## src/rtl/psc_pkg.sv

```systemverilog
// Constants and types shared by the PCM slot codec port
//------------------------------------------------------------------------
// Overview of operation
// - Transmit latches one 8-bit coded sample per frame into its slot
// - Each channel has its own transmit sync marking its slot
// - Buffer-enable is low exactly while the data pin is driven
// - Receive captures one 8-bit sample per frame under its own sync
// - G.711 A-law or u-law coding; A-law bytes get alternate inversion
// - Law select low picks u-law, high picks A-law
// - Sync spanning one or two clock falls means short mode
// - Short mode: first rise after slot start drives sign bit, enable low
// - Short mode: seven more rises shift, eighth fall releases the pin
// - Latter part of every bit period is held only weakly
// - First fall after receive slot start latches sign, seven more follow
// - Sync spanning three or more falls means long mode
// - Long mode: sign bit driven at slot start, seven rises shift
// - Long mode: release at later of eighth fall and sync end
// - Long sync past eighth edge keeps eighth bit on the pin
// - Transmit gain code selects one of three reference currents
// - Balance bit selects one of two balance network inputs
// - Receive gain code selects one of three reference voltages
// - Receive code 00 unity, 01 second, 10 third, 11 unused
// - Transmit decimator drops the converter rate to 16 kHz
// - Transmit filters reject mains hum and band-limit to 3400 Hz
// - Receive path interpolates up after expansion and low-pass
// - Own buffer-enable lets several devices share one highway
//------------------------------------------------------------------------
`default_nettype none
package psc_pkg;
  localparam int          NUM_CH      = 4;
  localparam int          CODE_W      = 8;
  localparam int          LIN_W       = 14;
  localparam int          ACC_W       = 16;
  localparam int          FRAME_US    = 125;
  localparam logic [1:0]  LONG_EDGES  = 2'h3;
  localparam logic [2:0]  SLOT_LAST   = 3'h7;
  localparam logic [2:0]  SHIFT_LAST  = 3'h7;
  localparam int          CORE_HZ     = 125_000_000;
  localparam int          DEC_HZ      = 16_000;
  localparam int          DEC_RATIO   = 8;
  localparam int          OS_DIV_DEF  = CORE_HZ / (DEC_HZ * DEC_RATIO);
  localparam int          BCLK_MIN_HZ = 256_000;
  localparam int          BCLK_MAX_HZ = 4_096_000;
  localparam int          HIGHPASS_SHIFT = 8;
  localparam int          LOWPASS_SHIFT  = 2;
  localparam int          INTERP_SHIFT = 3;
  localparam logic [13:0] MAG_BIAS    = 14'h0021;
  localparam logic [13:0] ULAW_CLIP   = 14'h1FDE;
  localparam logic [13:0] ALAW_CLIP   = 14'h0FFF;
  localparam logic [13:0] ALAW_SEG0   = 14'h0020;
  localparam logic [7:0]  ALAW_ABI    = 8'h55;
  localparam logic [1:0]  GAIN_SEL1   = 2'h0;
  localparam logic [1:0]  GAIN_SEL2   = 2'h1;
  localparam logic [1:0]  GAIN_SEL3   = 2'h2;
  localparam logic [1:0]  GAIN_BAD    = 2'h3;
  localparam logic [2:0]  REF_SEL_RST = 3'h1;
  // Avalon map: one control word per channel, then status
  localparam int          ADDR_W      = 5;
  localparam int          CTRL_W      = 5;
  localparam logic [4:0]  CTRL_RST    = 5'h00;
  localparam logic [2:0]  STATUS_WORD = 3'h4;
  localparam int          BAL_BIT     = 0;
  localparam int          RGS_LO_BIT  = 1;
  localparam int          TGS_LO_BIT  = 2;
  localparam int          RGS_HI_BIT  = 3;
  localparam int          TGS_HI_BIT  = 4;
  localparam int          STAT_LAW_BIT = 8;

  typedef enum {TX_IDLE, TX_WAIT, TX_DRIVE, TX_HOLD} psc_tx_state_t;
  typedef enum {RX_IDLE, RX_SHIFT} psc_rx_state_t;
endpackage : psc_pkg
`default_nettype wire

```

## src/rtl/psc_law_if.sv

```systemverilog
// Interface between the slot logic and the companding coder
`timescale 1ns/1ns
`default_nettype none
interface psc_law_if;
  logic              alaw;
  logic signed [13:0] lin_tx;
  logic [7:0]        code_tx;
  logic [7:0]        code_rx;
  logic signed [13:0] lin_rx;
  modport coder (input alaw, lin_tx, code_rx, output code_tx, lin_rx);
  modport user  (output alaw, lin_tx, code_rx, input code_tx, lin_rx);
endinterface : psc_law_if
`default_nettype wire

```

## src/rtl/psc_sync.sv

```systemverilog
// Two-stage synchroniser for pins and the reset release
`timescale 1ns/1ns
`default_nettype none
module psc_sync #(
  parameter int W = 1
) (
  input  wire logic         clk,
  input  wire logic         rst_n,
  input  wire logic [W-1:0] d,
  output var  logic [W-1:0] q
);
  logic [W-1:0] meta;

  always_ff @(posedge clk or negedge rst_n)
  begin
    if (!rst_n)
    begin
      meta <= '0;
      q    <= '0;
    end
    else
    begin
      meta <= d;
      q    <= meta;
    end
  end
endmodule : psc_sync
`default_nettype wire

```

## src/rtl/psc_law.sv

```systemverilog
// G.711 compressor and expander for one channel
`timescale 1ns/1ns
`default_nettype none
module psc_law (
  psc_law_if.coder lw
);
  import psc_pkg::*;

  function automatic logic [2:0] top_seg(input logic [13:0] m,
                                         input int         base);
    logic [2:0] s;
    s = 3'h0;
    for (int i = 0; i < 8; i++)
      if (m[base + i])
        s = 3'(i);
    return s;
  endfunction : top_seg

  function automatic logic [7:0] ulaw_enc(input logic signed [13:0] x);
    logic        neg;
    logic [13:0] mag;
    logic [2:0]  seg;
    logic [3:0]  man;
    neg = x[13];
    mag = neg ? 14'(-x) : 14'(x);
    if (mag > ULAW_CLIP)
      mag = ULAW_CLIP;
    mag = mag + MAG_BIAS;
    seg = top_seg(mag, 5);
    man = 4'(mag >> ({1'b0, seg} + 4'h1));
    return ~{neg, seg, man};
  endfunction : ulaw_enc

  function automatic logic [7:0] alaw_enc(input logic signed [13:0] x);
    logic        neg;
    logic [13:0] mag;
    logic [2:0]  seg;
    logic [3:0]  man;
    neg = x[13];
    mag = neg ? 14'(-x) : 14'(x);
    mag = mag >> 1;
    if (mag > ALAW_CLIP)
      mag = ALAW_CLIP;
    seg = (mag < ALAW_SEG0) ? 3'h0 : top_seg(mag, 4);
    man = (seg == 3'h0) ? 4'(mag >> 1) : 4'(mag >> seg);
    return {~neg, seg, man} ^ ALAW_ABI;
  endfunction : alaw_enc

  function automatic logic signed [13:0] ulaw_dec(input logic [7:0] code);
    logic [7:0]  c;
    logic [13:0] mag;
    c   = ~code;
    mag = ((14'({c[3:0], 1'b0}) + MAG_BIAS) << c[6:4]) - MAG_BIAS;
    return c[7] ? 14'(-mag) : 14'(mag);
  endfunction : ulaw_dec

  function automatic logic signed [13:0] alaw_dec(input logic [7:0] code);
    logic [7:0]  c;
    logic [13:0] mag;
    c = code ^ ALAW_ABI;
    if (c[6:4] == 3'h0)
      mag = 14'({c[3:0], 1'b1});
    else
      mag = (14'({c[3:0], 1'b0}) + MAG_BIAS) << (c[6:4] - 3'h1);
    mag = mag << 1;
    return c[7] ? 14'(mag) : 14'(-mag);
  endfunction : alaw_dec

  assign lw.code_tx = lw.alaw ? alaw_enc(lw.lin_tx) : ulaw_enc(lw.lin_tx);
  assign lw.lin_rx  = lw.alaw ? alaw_dec(lw.code_rx) : ulaw_dec(lw.code_rx);
endmodule : psc_law
`default_nettype wire

```

## src/rtl/pcm_slot_codec_port.sv

```systemverilog
// Four-channel PCM highway time-slot port with companding and filters
`timescale 1ns/1ns
`default_nettype none
module pcm_slot_codec_port #(
  parameter int NCH    = psc_pkg::NUM_CH,
  parameter int OS_DIV = psc_pkg::OS_DIV_DEF
) (
  input  wire logic                          core_clk,
  input  wire logic                          resetn,
  input  wire logic                          pcm_clk,
  input  wire logic [NCH-1:0]                tx_slot_sync,
  input  wire logic [NCH-1:0]                rx_slot_sync,
  input  wire logic                          pcm_rx_in,
  input  wire logic                          law_sel_alaw,
  input  wire logic [NCH-1:0][psc_pkg::LIN_W-1:0] tx_adc_in,
  output var  logic                          pcm_tx_out,
  output var  logic                          pcm_tx_oe_n,
  output var  logic                          pcm_tx_weak,
  output var  logic                          tx_buffer_enable_n,
  output var  logic [NCH-1:0][2:0]           tx_ref_sel,
  output var  logic [NCH-1:0][2:0]           rx_ref_sel,
  output var  logic [NCH-1:0]                bal_in_sel,
  output logic      [NCH-1:0][psc_pkg::LIN_W-1:0] rx_dac_out,
  input  wire logic [psc_pkg::ADDR_W-1:0]    avs_address,
  input  wire logic                          avs_read,
  input  wire logic                          avs_write,
  input  wire logic [31:0]                   avs_writedata,
  input  wire logic [3:0]                    avs_byteenable,
  output var  logic [31:0]                   avs_readdata,
  output logic                               avs_waitrequest
);
  import psc_pkg::*;

  localparam int PIN_W = 3 + 2 * NCH;
  localparam int OS_W  = $clog2(OS_DIV);

  //----------------------------------------------------------------------
  // Helpers
  //----------------------------------------------------------------------
  function automatic logic [2:0] ref_onehot(input logic [1:0] code);
    logic [2:0] r;
    case (code)
      GAIN_SEL1: r = 3'h1;
      GAIN_SEL2: r = 3'h2;
      GAIN_SEL3: r = 3'h4;
      default:   r = REF_SEL_RST;
    endcase
    return r;
  endfunction : ref_onehot

  function automatic logic signed [ACC_W-1:0] ext(
    input logic signed [LIN_W-1:0] x);
    return ACC_W'(x);
  endfunction : ext

  function automatic logic signed [LIN_W-1:0] sat(
    input logic signed [ACC_W-1:0] x);
    logic signed [LIN_W-1:0] r;
    if (x > ACC_W'(14'sh1FFF))
      r = 14'sh1FFF;
    else if (x < -ACC_W'(16'sh2000))
      r = -14'sh2000;
    else
      r = LIN_W'(x);
    return r;
  endfunction : sat

  //----------------------------------------------------------------------
  // Reset release and pin synchronisers
  //----------------------------------------------------------------------
  logic             rst_n;
  logic [PIN_W-1:0] pins_s;
  logic             clk_s;
  logic             clk_d;
  logic [NCH-1:0]   fs_tx_s;
  logic [NCH-1:0]   fs_rx_s;
  logic             din_s;
  logic             law_s;

  psc_sync #(.W(1)) u_rst (
    .clk   (core_clk),
    .rst_n (resetn),
    .d     (1'b1),
    .q     (rst_n)
  );

  psc_sync #(.W(PIN_W)) u_pins (
    .clk   (core_clk),
    .rst_n (rst_n),
    .d     ({law_sel_alaw, pcm_rx_in, rx_slot_sync, tx_slot_sync, pcm_clk}),
    .q     (pins_s)
  );

  assign {law_s, din_s, fs_rx_s, fs_tx_s, clk_s} = pins_s;

  // 125 MHz sampling gives 15 samples per half period at 4.096 MHz
  wire clk_rise = clk_s && !clk_d;
  wire clk_fall = !clk_s && clk_d;

  //----------------------------------------------------------------------
  // Rate dividers
  //----------------------------------------------------------------------
  logic [OS_W-1:0] os_cnt;
  logic [2:0]      dec_cnt;
  wire os_en  = (os_cnt == OS_W'(OS_DIV - 1));
  wire dec_en = os_en && (dec_cnt == 3'(DEC_RATIO - 1));

  always_ff @(posedge core_clk or negedge rst_n)
  begin
    if (!rst_n)
    begin
      clk_d   <= 1'b0;
      os_cnt  <= '0;
      dec_cnt <= '0;
    end
    else
    begin
      clk_d   <= clk_s;
      os_cnt  <= os_en ? '0 : os_cnt + OS_W'(1);
      if (os_en)
        dec_cnt <= dec_cnt + 3'h1;
    end
  end

  //----------------------------------------------------------------------
  // Avalon control and status
  //----------------------------------------------------------------------
  logic [CTRL_W-1:0] ctrl [NCH];
  logic              bus_ack;
  logic [NCH-1:0]    mode_long_v;
  wire  [2:0]        word     = avs_address[ADDR_W-1:2];
  wire               hit_ctrl = (32'(word) < NCH);
  wire               hit_stat = (word == STATUS_WORD);
  wire  [31:0]       stat_val = 32'({law_s, 8'(mode_long_v)});
  wire  [31:0]       rd_val   = hit_ctrl ? 32'(ctrl[word[1:0]]) :
                                hit_stat ? stat_val : 32'h0000_0000;

  assign avs_waitrequest = (avs_read || avs_write) && !bus_ack;

  always_ff @(posedge core_clk or negedge rst_n)
  begin
    if (!rst_n)
    begin
      bus_ack      <= 1'b0;
      avs_readdata <= 32'h0000_0000;
      for (int i = 0; i < NCH; i++)
        ctrl[i] <= CTRL_RST;
    end
    else
    begin
      bus_ack <= (avs_read || avs_write) && !bus_ack;
      if (avs_read && !bus_ack)
        avs_readdata <= rd_val;
      if (avs_write && bus_ack && hit_ctrl && avs_byteenable[0])
        ctrl[word[1:0]] <= avs_writedata[CTRL_W-1:0];
    end
  end

  //----------------------------------------------------------------------
  // Per-channel slot timing and signal path
  //----------------------------------------------------------------------
  logic [NCH-1:0] tx_drive;
  logic [NCH-1:0] tx_bit;

  for (genvar c = 0; c < NCH; c++)
  begin : g_ch
    psc_tx_state_t       tx_state;
    psc_rx_state_t       rx_state;
    logic [1:0]          fe_cnt;
    logic                mode_long;
    logic                fs_tx_d;
    logic                tx_started;
    logic                rx_started;
    logic [2:0]          rise_cnt;
    logic [2:0]          tx_fall_cnt;
    logic [2:0]          rx_cnt;
    logic [7:0]          tx_sh;
    logic [7:0]          rx_sh;
    logic [7:0]          rx_code;
    logic [ACC_W+2:0]    dec_sum;
    logic signed [ACC_W-1:0] dec_x;
    logic signed [ACC_W-1:0] hp_avg;
    logic signed [ACC_W-1:0] hp_y;
    logic signed [ACC_W-1:0] lp_tx;
    logic signed [ACC_W-1:0] rx_lp;
    logic signed [ACC_W-1:0] dac;
    logic                dec_rdy;
    logic                hp_rdy;
    psc_law_if           lw ();

    wire tx_fs       = fs_tx_s[c];
    wire rx_fs       = fs_rx_s[c];
    wire tx_go_short = !mode_long && tx_fs && clk_fall && !tx_started;
    wire tx_go_long  = mode_long && tx_fs && clk_s && !tx_started;
    wire rx_go       = rx_fs && !rx_started &&
                       (mode_long ? clk_s : clk_fall);
    wire [1:0] tx_gsel = {ctrl[c][TGS_HI_BIT], ctrl[c][TGS_LO_BIT]};
    wire [1:0] rx_gsel = {ctrl[c][RGS_HI_BIT], ctrl[c][RGS_LO_BIT]};
    wire signed [ACC_W+2:0] x_ext = (ACC_W+3)'(signed'(tx_adc_in[c]));

    assign lw.alaw   = law_s;
    assign lw.lin_tx = sat(lp_tx);
    assign lw.code_rx = rx_code;
    assign tx_drive[c] = (tx_state == TX_DRIVE) || (tx_state == TX_HOLD);
    assign tx_bit[c]   = tx_sh[7];
    assign mode_long_v[c] = mode_long;
    assign rx_dac_out[c]  = LIN_W'(dac);

    psc_law u_law (
      .lw (lw)
    );

    // Mode only takes effect from the next frame, so frame one runs short
    always_ff @(posedge core_clk or negedge rst_n)
    begin
      if (!rst_n)
      begin
        fe_cnt    <= '0;
        mode_long <= 1'b0;
        fs_tx_d   <= 1'b0;
      end
      else
      begin
        fs_tx_d <= tx_fs;
        if (tx_fs && clk_fall && fe_cnt != LONG_EDGES)
          fe_cnt <= fe_cnt + 2'h1;
        else if (!tx_fs && fs_tx_d)
        begin
          mode_long <= (fe_cnt == LONG_EDGES);
          fe_cnt    <= '0;
        end
      end
    end

    always_ff @(posedge core_clk or negedge rst_n)
    begin
      if (!rst_n)
      begin
        tx_state    <= TX_IDLE;
        tx_started  <= 1'b0;
        tx_sh       <= '0;
        rise_cnt    <= '0;
        tx_fall_cnt <= '0;
      end
      else
      begin
        if (!tx_fs)
          tx_started <= 1'b0;
        case (tx_state)
          TX_IDLE:
            if (tx_go_short || tx_go_long)
            begin
              tx_started  <= 1'b1;
              tx_sh       <= lw.code_tx;
              rise_cnt    <= '0;
              tx_fall_cnt <= '0;
              tx_state    <= tx_go_long ? TX_DRIVE : TX_WAIT;
            end
          TX_WAIT:
            if (clk_rise)
              tx_state <= TX_DRIVE;
          TX_DRIVE:
          begin
            if (clk_rise && rise_cnt != SHIFT_LAST)
            begin
              tx_sh    <= {tx_sh[6:0], 1'b0};
              rise_cnt <= rise_cnt + 3'h1;
            end
            if (clk_fall)
            begin
              tx_fall_cnt <= tx_fall_cnt + 3'h1;
              if (tx_fall_cnt == SLOT_LAST)
                tx_state <= (mode_long && tx_fs) ? TX_HOLD : TX_IDLE;
            end
          end
          TX_HOLD:
            if (!tx_fs)
              tx_state <= TX_IDLE;
          default:
            tx_state <= TX_IDLE;
        endcase
      end
    end

    always_ff @(posedge core_clk or negedge rst_n)
    begin
      if (!rst_n)
      begin
        rx_state   <= RX_IDLE;
        rx_started <= 1'b0;
        rx_cnt     <= '0;
        rx_sh      <= '0;
        rx_code    <= '0;
      end
      else
      begin
        if (!rx_fs)
          rx_started <= 1'b0;
        case (rx_state)
          RX_IDLE:
            if (rx_go)
            begin
              rx_started <= 1'b1;
              rx_cnt     <= '0;
              rx_state   <= RX_SHIFT;
            end
          RX_SHIFT:
            if (clk_fall)
            begin
              rx_sh  <= {rx_sh[6:0], din_s};
              rx_cnt <= rx_cnt + 3'h1;
              if (rx_cnt == SLOT_LAST)
              begin
                rx_code  <= {rx_sh[6:0], din_s};
                rx_state <= RX_IDLE;
              end
            end
          default:
            rx_state <= RX_IDLE;
        endcase
      end
    end

    // One-pole sections; cheap, but hum and band edges are not sharp
    always_ff @(posedge core_clk or negedge rst_n)
    begin
      if (!rst_n)
      begin
        dec_sum <= '0;
        dec_x   <= '0;
        dec_rdy <= 1'b0;
        hp_avg  <= '0;
        hp_y    <= '0;
        hp_rdy  <= 1'b0;
        lp_tx   <= '0;
        rx_lp   <= '0;
        dac     <= '0;
      end
      else
      begin
        dec_rdy <= dec_en;
        hp_rdy  <= dec_rdy;
        if (dec_en)
        begin
          dec_x   <= ACC_W'((signed'(dec_sum) + x_ext) >>> 3);
          dec_sum <= '0;
        end
        else if (os_en)
          dec_sum <= dec_sum + x_ext;
        if (dec_rdy)
        begin
          hp_avg <= hp_avg + ((dec_x - hp_avg) >>> HIGHPASS_SHIFT);
          hp_y   <= dec_x - hp_avg;
        end
        if (hp_rdy)
          lp_tx <= lp_tx + ((hp_y - lp_tx) >>> LOWPASS_SHIFT);
        if (dec_en)
          rx_lp <= rx_lp + ((ext(lw.lin_rx) - rx_lp) >>> LOWPASS_SHIFT);
        if (os_en)
          dac <= dac + ((rx_lp - dac) >>> INTERP_SHIFT);
      end
    end

    // Code 11 is not allowed; the last legal selection is kept
    always_ff @(posedge core_clk or negedge rst_n)
    begin
      if (!rst_n)
      begin
        tx_ref_sel[c] <= REF_SEL_RST;
        rx_ref_sel[c] <= REF_SEL_RST;
        bal_in_sel[c] <= 1'b0;
      end
      else
      begin
        if (tx_gsel != GAIN_BAD)
          tx_ref_sel[c] <= ref_onehot(tx_gsel);
        if (rx_gsel != GAIN_BAD)
          rx_ref_sel[c] <= ref_onehot(rx_gsel);
        bal_in_sel[c] <= ctrl[c][BAL_BIT];
      end
    end
  end

  //----------------------------------------------------------------------
  // Shared highway pin and buffer control
  //----------------------------------------------------------------------
  wire any_drive = |tx_drive;
  wire sel_bit   = |(tx_drive & tx_bit);

  always_ff @(posedge core_clk or negedge rst_n)
  begin
    if (!rst_n)
    begin
      pcm_tx_out         <= 1'b0;
      pcm_tx_oe_n        <= 1'b1;
      pcm_tx_weak        <= 1'b0;
      tx_buffer_enable_n <= 1'b1;
    end
    else
    begin
      pcm_tx_out         <= sel_bit;
      pcm_tx_oe_n        <= !any_drive;
      pcm_tx_weak        <= any_drive && !clk_s;
      tx_buffer_enable_n <= !any_drive;
    end
  end
endmodule : pcm_slot_codec_port
`default_nettype wire

```

## config.mk

```make
export PLATFORM = sky130hd
export DESIGN_NAME = pcm_slot_codec_port
export DESIGN_NICKNAME = d
export VERILOG_FILES = /design/src/rtl/psc_pkg.sv /design/src/rtl/psc_law_if.sv /design/src/rtl/psc_sync.sv /design/src/rtl/psc_law.sv /design/src/rtl/pcm_slot_codec_port.sv
export SDC_FILE = /design/constraint.sdc
export NUM_CORES = 2
export LEC_CHECK = 0
export ABC_AREA = 1
export ABC_CLOCK_PERIOD_IN_PS = 42700
export BUFFER_PORTS_ARGS = -buffer_cell sky130_fd_sc_hd__buf_2
export CAP_MARGIN = 20
export CORE_ASPECT_RATIO = 0.6
export CORE_MARGIN = 2
export CORE_UTILIZATION = 40
export DETAILED_ROUTE_END_ITERATION = 10
export GPL_ROUTABILITY_DRIVEN = 0
export SETUP_SLACK_MARGIN = 0.02
export SLEW_MARGIN = 30
export SYNTH_ARGS = -nofsm -noshare
export SYNTH_HDL_FRONTEND = slang
export SYNTH_SLANG_ARGS = --single-unit
```

## constraint.sdc

```tcl
create_clock -name core_clk -period 42.7 [get_ports core_clk]
set_clock_uncertainty 0.2 [all_clocks]
set_input_delay 2.135 -clock core_clk [delete_from_list [all_inputs] [get_ports core_clk]]
set_output_delay 2.135 -clock core_clk [all_outputs]
set_load 0.005 [all_outputs]
```

==> results.cfg <==
[run_status]
outcome = complete, no violations

[die]
row_count = 109
core_mm2 = 0.1477
fp.dieH_um = 303.1
dieArea_mm2 = 0.1523
die_x_um = 502.6
ios = 233
initial_utilization_pct = 40.39

[global_routing]
antenna_found_initial = 3
grt_start_max_net_pins = 167
grt_use_total_pct = 19.16
grt_pass1_wl_um = 245600
grt_pass1_vias = 49576
grt_overflow = 0

[finish]
final_cell_mix = nand2_1, inv_1, o21ai_0, dfrtp_1, ha_1
nFillCells = 14800
drive_gt1_share_pct = 6.068
fin_nets = 9082
syn2layout_area_growth_pct = 8.986
layout_commonest_cell = nand2_1
fin_cells = 10372
fin_area_mm2 = 0.06501

[place]
dp_slack_ns = 35.79
dpl.cell_count = 10218
io_buffers = 174
dpl-instance-area_mm2 = 0.06202
dp_hpwl_um = 110100

[yosys]
synth_seq_area_share_pct = 30.31
synth_cell_types = 69
yosys_most_used_dff = dfrtp_1
postSynthRegisterBits = 722
post_synth_instance_area_mm2 = 0.05965
async_flop_share_pct = 100.0
synthCells = 8259
ys_warn_count = 0
syn-mean-instance-area_um2 = 7.223
synth_edf_count = 0

[setup_path]
start_kind = flop
crit-reg2reg-capture = g_ch[2].rx_lp[15]
end_kind = flop
required_ns = 43.06
reg2reg_depth = 34
critPathKind = reg -> reg
slowest_stage = dfrtp_1
r2r_setup_slack_ns = 35.75
crit_top_cell = a21oi_1
cp.arrival_ns = 7.31
cp_max_fo = 11
max_stage_delay_ns = 0.50
r2r_start = g_ch[2].lw.code_rx[5]

[detailed_routing]
via_per_inst = 5.015
drt_iter0_markers = 3478
wl_per_cell_um = 14.06
drtAntennaViolNets = 0
drtPass1Iterations = 9
vias = 52019
wl_um = 145800
drc_errors = 0

[flow_run]
maxCapViolCount = 0

[clock_network]
ctsRootBufferMaster = clkbuf_16
insertion_delay_ns = 0.70
cts_hold_buf = 0
cts-resized-gates = 0
cts_tree = yes
htreeDepth = 3
clk_path_buf_depth = 3
post_cts_buffers = 0
cts.sinks = 722
clkSlewWorstSetupHoldPaths_ns = 0.06
cts_made_buffers = 82

[sta]
rsz0062_at_grt = false
finalMaxSlewViolations = 0
period_needed_ns = 6.950
max_freq_ghz = 0.1439
worst_slew_pin_slew_ns = 0.8916
hold_viol = 0
post-route-period-util_pct = 16.28
tns_ns = 0
setup_viol = 0
timing.final.ws_setup_ns = 35.75
maxSlewHeadroom_pct = 40.34
hold_slack_ns = 0.1382

[power_and_ir_drop]
vdd_ir_drop_max_mv = 0.02506
power.density_mw_per_mm2 = 35.23
p_leak_nw = 34.61

[worst_hold_path]
hold_class = reg -> async
-- critical path: cells and delay by family (launching register included) --
family / cells / cell delay (ns)
AOI/OAI and AO/OA: 16 / 3.09
xor gates and xnor gates: 2 / 0.32
and+or+nand+nor: 5 / 0.48
buffers and inverters: 6 / 0.71
DFF: 1 / 0.50
adders and majority gates: 5 / 1.51
-- through the flow --
step / utilization [%] / power (mW)
finish: 44.02 / 2.291
global route: 44.02 / 2.465
CTS: 43.96 / 2.319
detailed placement: 41.99 / 1.531
global placement: 41.99 / 1.510
floorplan: - / 1.371
-- sequential cells by signal, summed over array words and instances (netlist names), 8 cells and up --
name	flops
rx_ref_sel	12
ctrl	20
g_ch.fe_cnt	8
u_pins.meta	11
g_ch.dac	64
g_ch.lw.code_rx	32
g_ch.rx_sh	28
g_ch.rx_lp	64
os_cnt	10
g_ch.lp_tx	64
g_ch.hp_y	64
g_ch.tx_fall_cnt	12
g_ch.tx_state	8
g_ch.rx_cnt	12
g_ch.hp_avg	64
g_ch.dec_x	64
g_ch.dec_sum	76
g_ch.tx_sh	32
u_pins.q	11
tx_ref_sel	12
g_ch.rise_cnt	12
-- power by group --
part	total (mW)	internal (mW)	leakage, nW	switching, mW
combinational	0.696	0.272	24.4	0.424
clock	0.767	0.447	1.41	0.319
sequential	0.828	0.767	8.79	0.0612
total	2.29	1.49	34.6	0.804
-- cells in the mapped netlist (7+ instances only) --
master	number	share of area [%]
nor3_1	73	0.61
nand3b_1	20	0.25
buf_4	90	1.1
or2_2	33	0.35
xnor2_1	212	3.1
fa_1	24	0.81
dfrtp_1	713	30
o21ai_0	830	7.0
o21bai_1	95	1.2
inv_1	1252	7.9
nand2_2	21	0.22
mux2_2	27	0.51
nor2_2	7	0.073
o21ai_1	20	0.17
o31ai_1	37	0.47
dfstp_2	9	0.40
xor2_1	252	3.7
a22o_1	24	0.35
nand2_1	1840	12
a21o_1	24	0.30
clkinv_1	12	0.076
clkbuf_1	150	0.94
nand4_1	32	0.34
inv_2	25	0.16
o211ai_1	35	0.44
a22oi_1	12	0.15
o221ai_1	9	0.13
nor4_1	9	0.094
o21a_1	10	0.13
nand3_1	400	3.4
a21oi_1	546	4.6
nor2_1	547	3.4
buf_1	14	0.088
a31oi_1	63	0.66
and2_1	10	0.10
buf_2	9	0.076
o22ai_1	64	0.67
ha_1	640	13
-- worst max-delay path by stage --
stage | slack (ns) | from | depth (start not counted) | end
6_report | 35.75 | g_ch[2].lw.code_rx[5] | 34 | g_ch[2].rx_lp[15]
4_1_cts | 35.77 | g_ch[2].lw.code_rx[5] | 34 | g_ch[2].rx_lp[15]
3_5_place_dp | 35.79 | g_ch[2].lw.code_rx[5] | 34 | g_ch[2].rx_lp[15]
2_1_floorplan | 20.90 | u_rst.q | 0 | avs_readdata[0]
5_1_grt | 35.07 | g_ch[1].lw.code_rx[5] | 41 | g_ch[1].rx_lp[15]
3_3_place_gp | 36.02 | g_ch[2].lw.code_rx[5] | 34 | g_ch[2].rx_lp[15]
-- area by class of cell --
type | instances | area, µm² | area share, %
Multi-Input combinational cell | 6008 | 35500 | 54.61
Inverter | 1289 | 4846 | 7.454
Clock buffer | 117 | 2426 | 3.732
Antenna cell | 2 | 5.005 | 0.007698
Sequential cell | 722 | 18090 | 27.82
Clock inverter | 33 | 479.2 | 0.7371
Tap cell | 1998 | 2500 | 3.845
Timing Repair Buffer | 203 | 1169 | 1.798
-- logic make-up (layout without fill, tap and decap cells) --
family	after synthesis	count (layout)	share of synthesized area (%)
compound gates	1812	1812	16.89
fa+ha+maj	664	664	14.23
buf+inv	1554	1642	10.39
simple gates	3012	3012	20.81
flops	722	722	30.31
mux	28	28	0.5265
other cells	2	29	0.01259
xor+xnor	465	465	6.840
-- layer usage --
layer	global-route usage, %	vias up	share of wire, %
met1	27.85	23971	51
met3	3.013	149	4.5
met4	3.937	0	1.7
met5	0	-	0
li1	-	27005	-
met2	30.02	894	43
(Power assumes the default switching activity.)
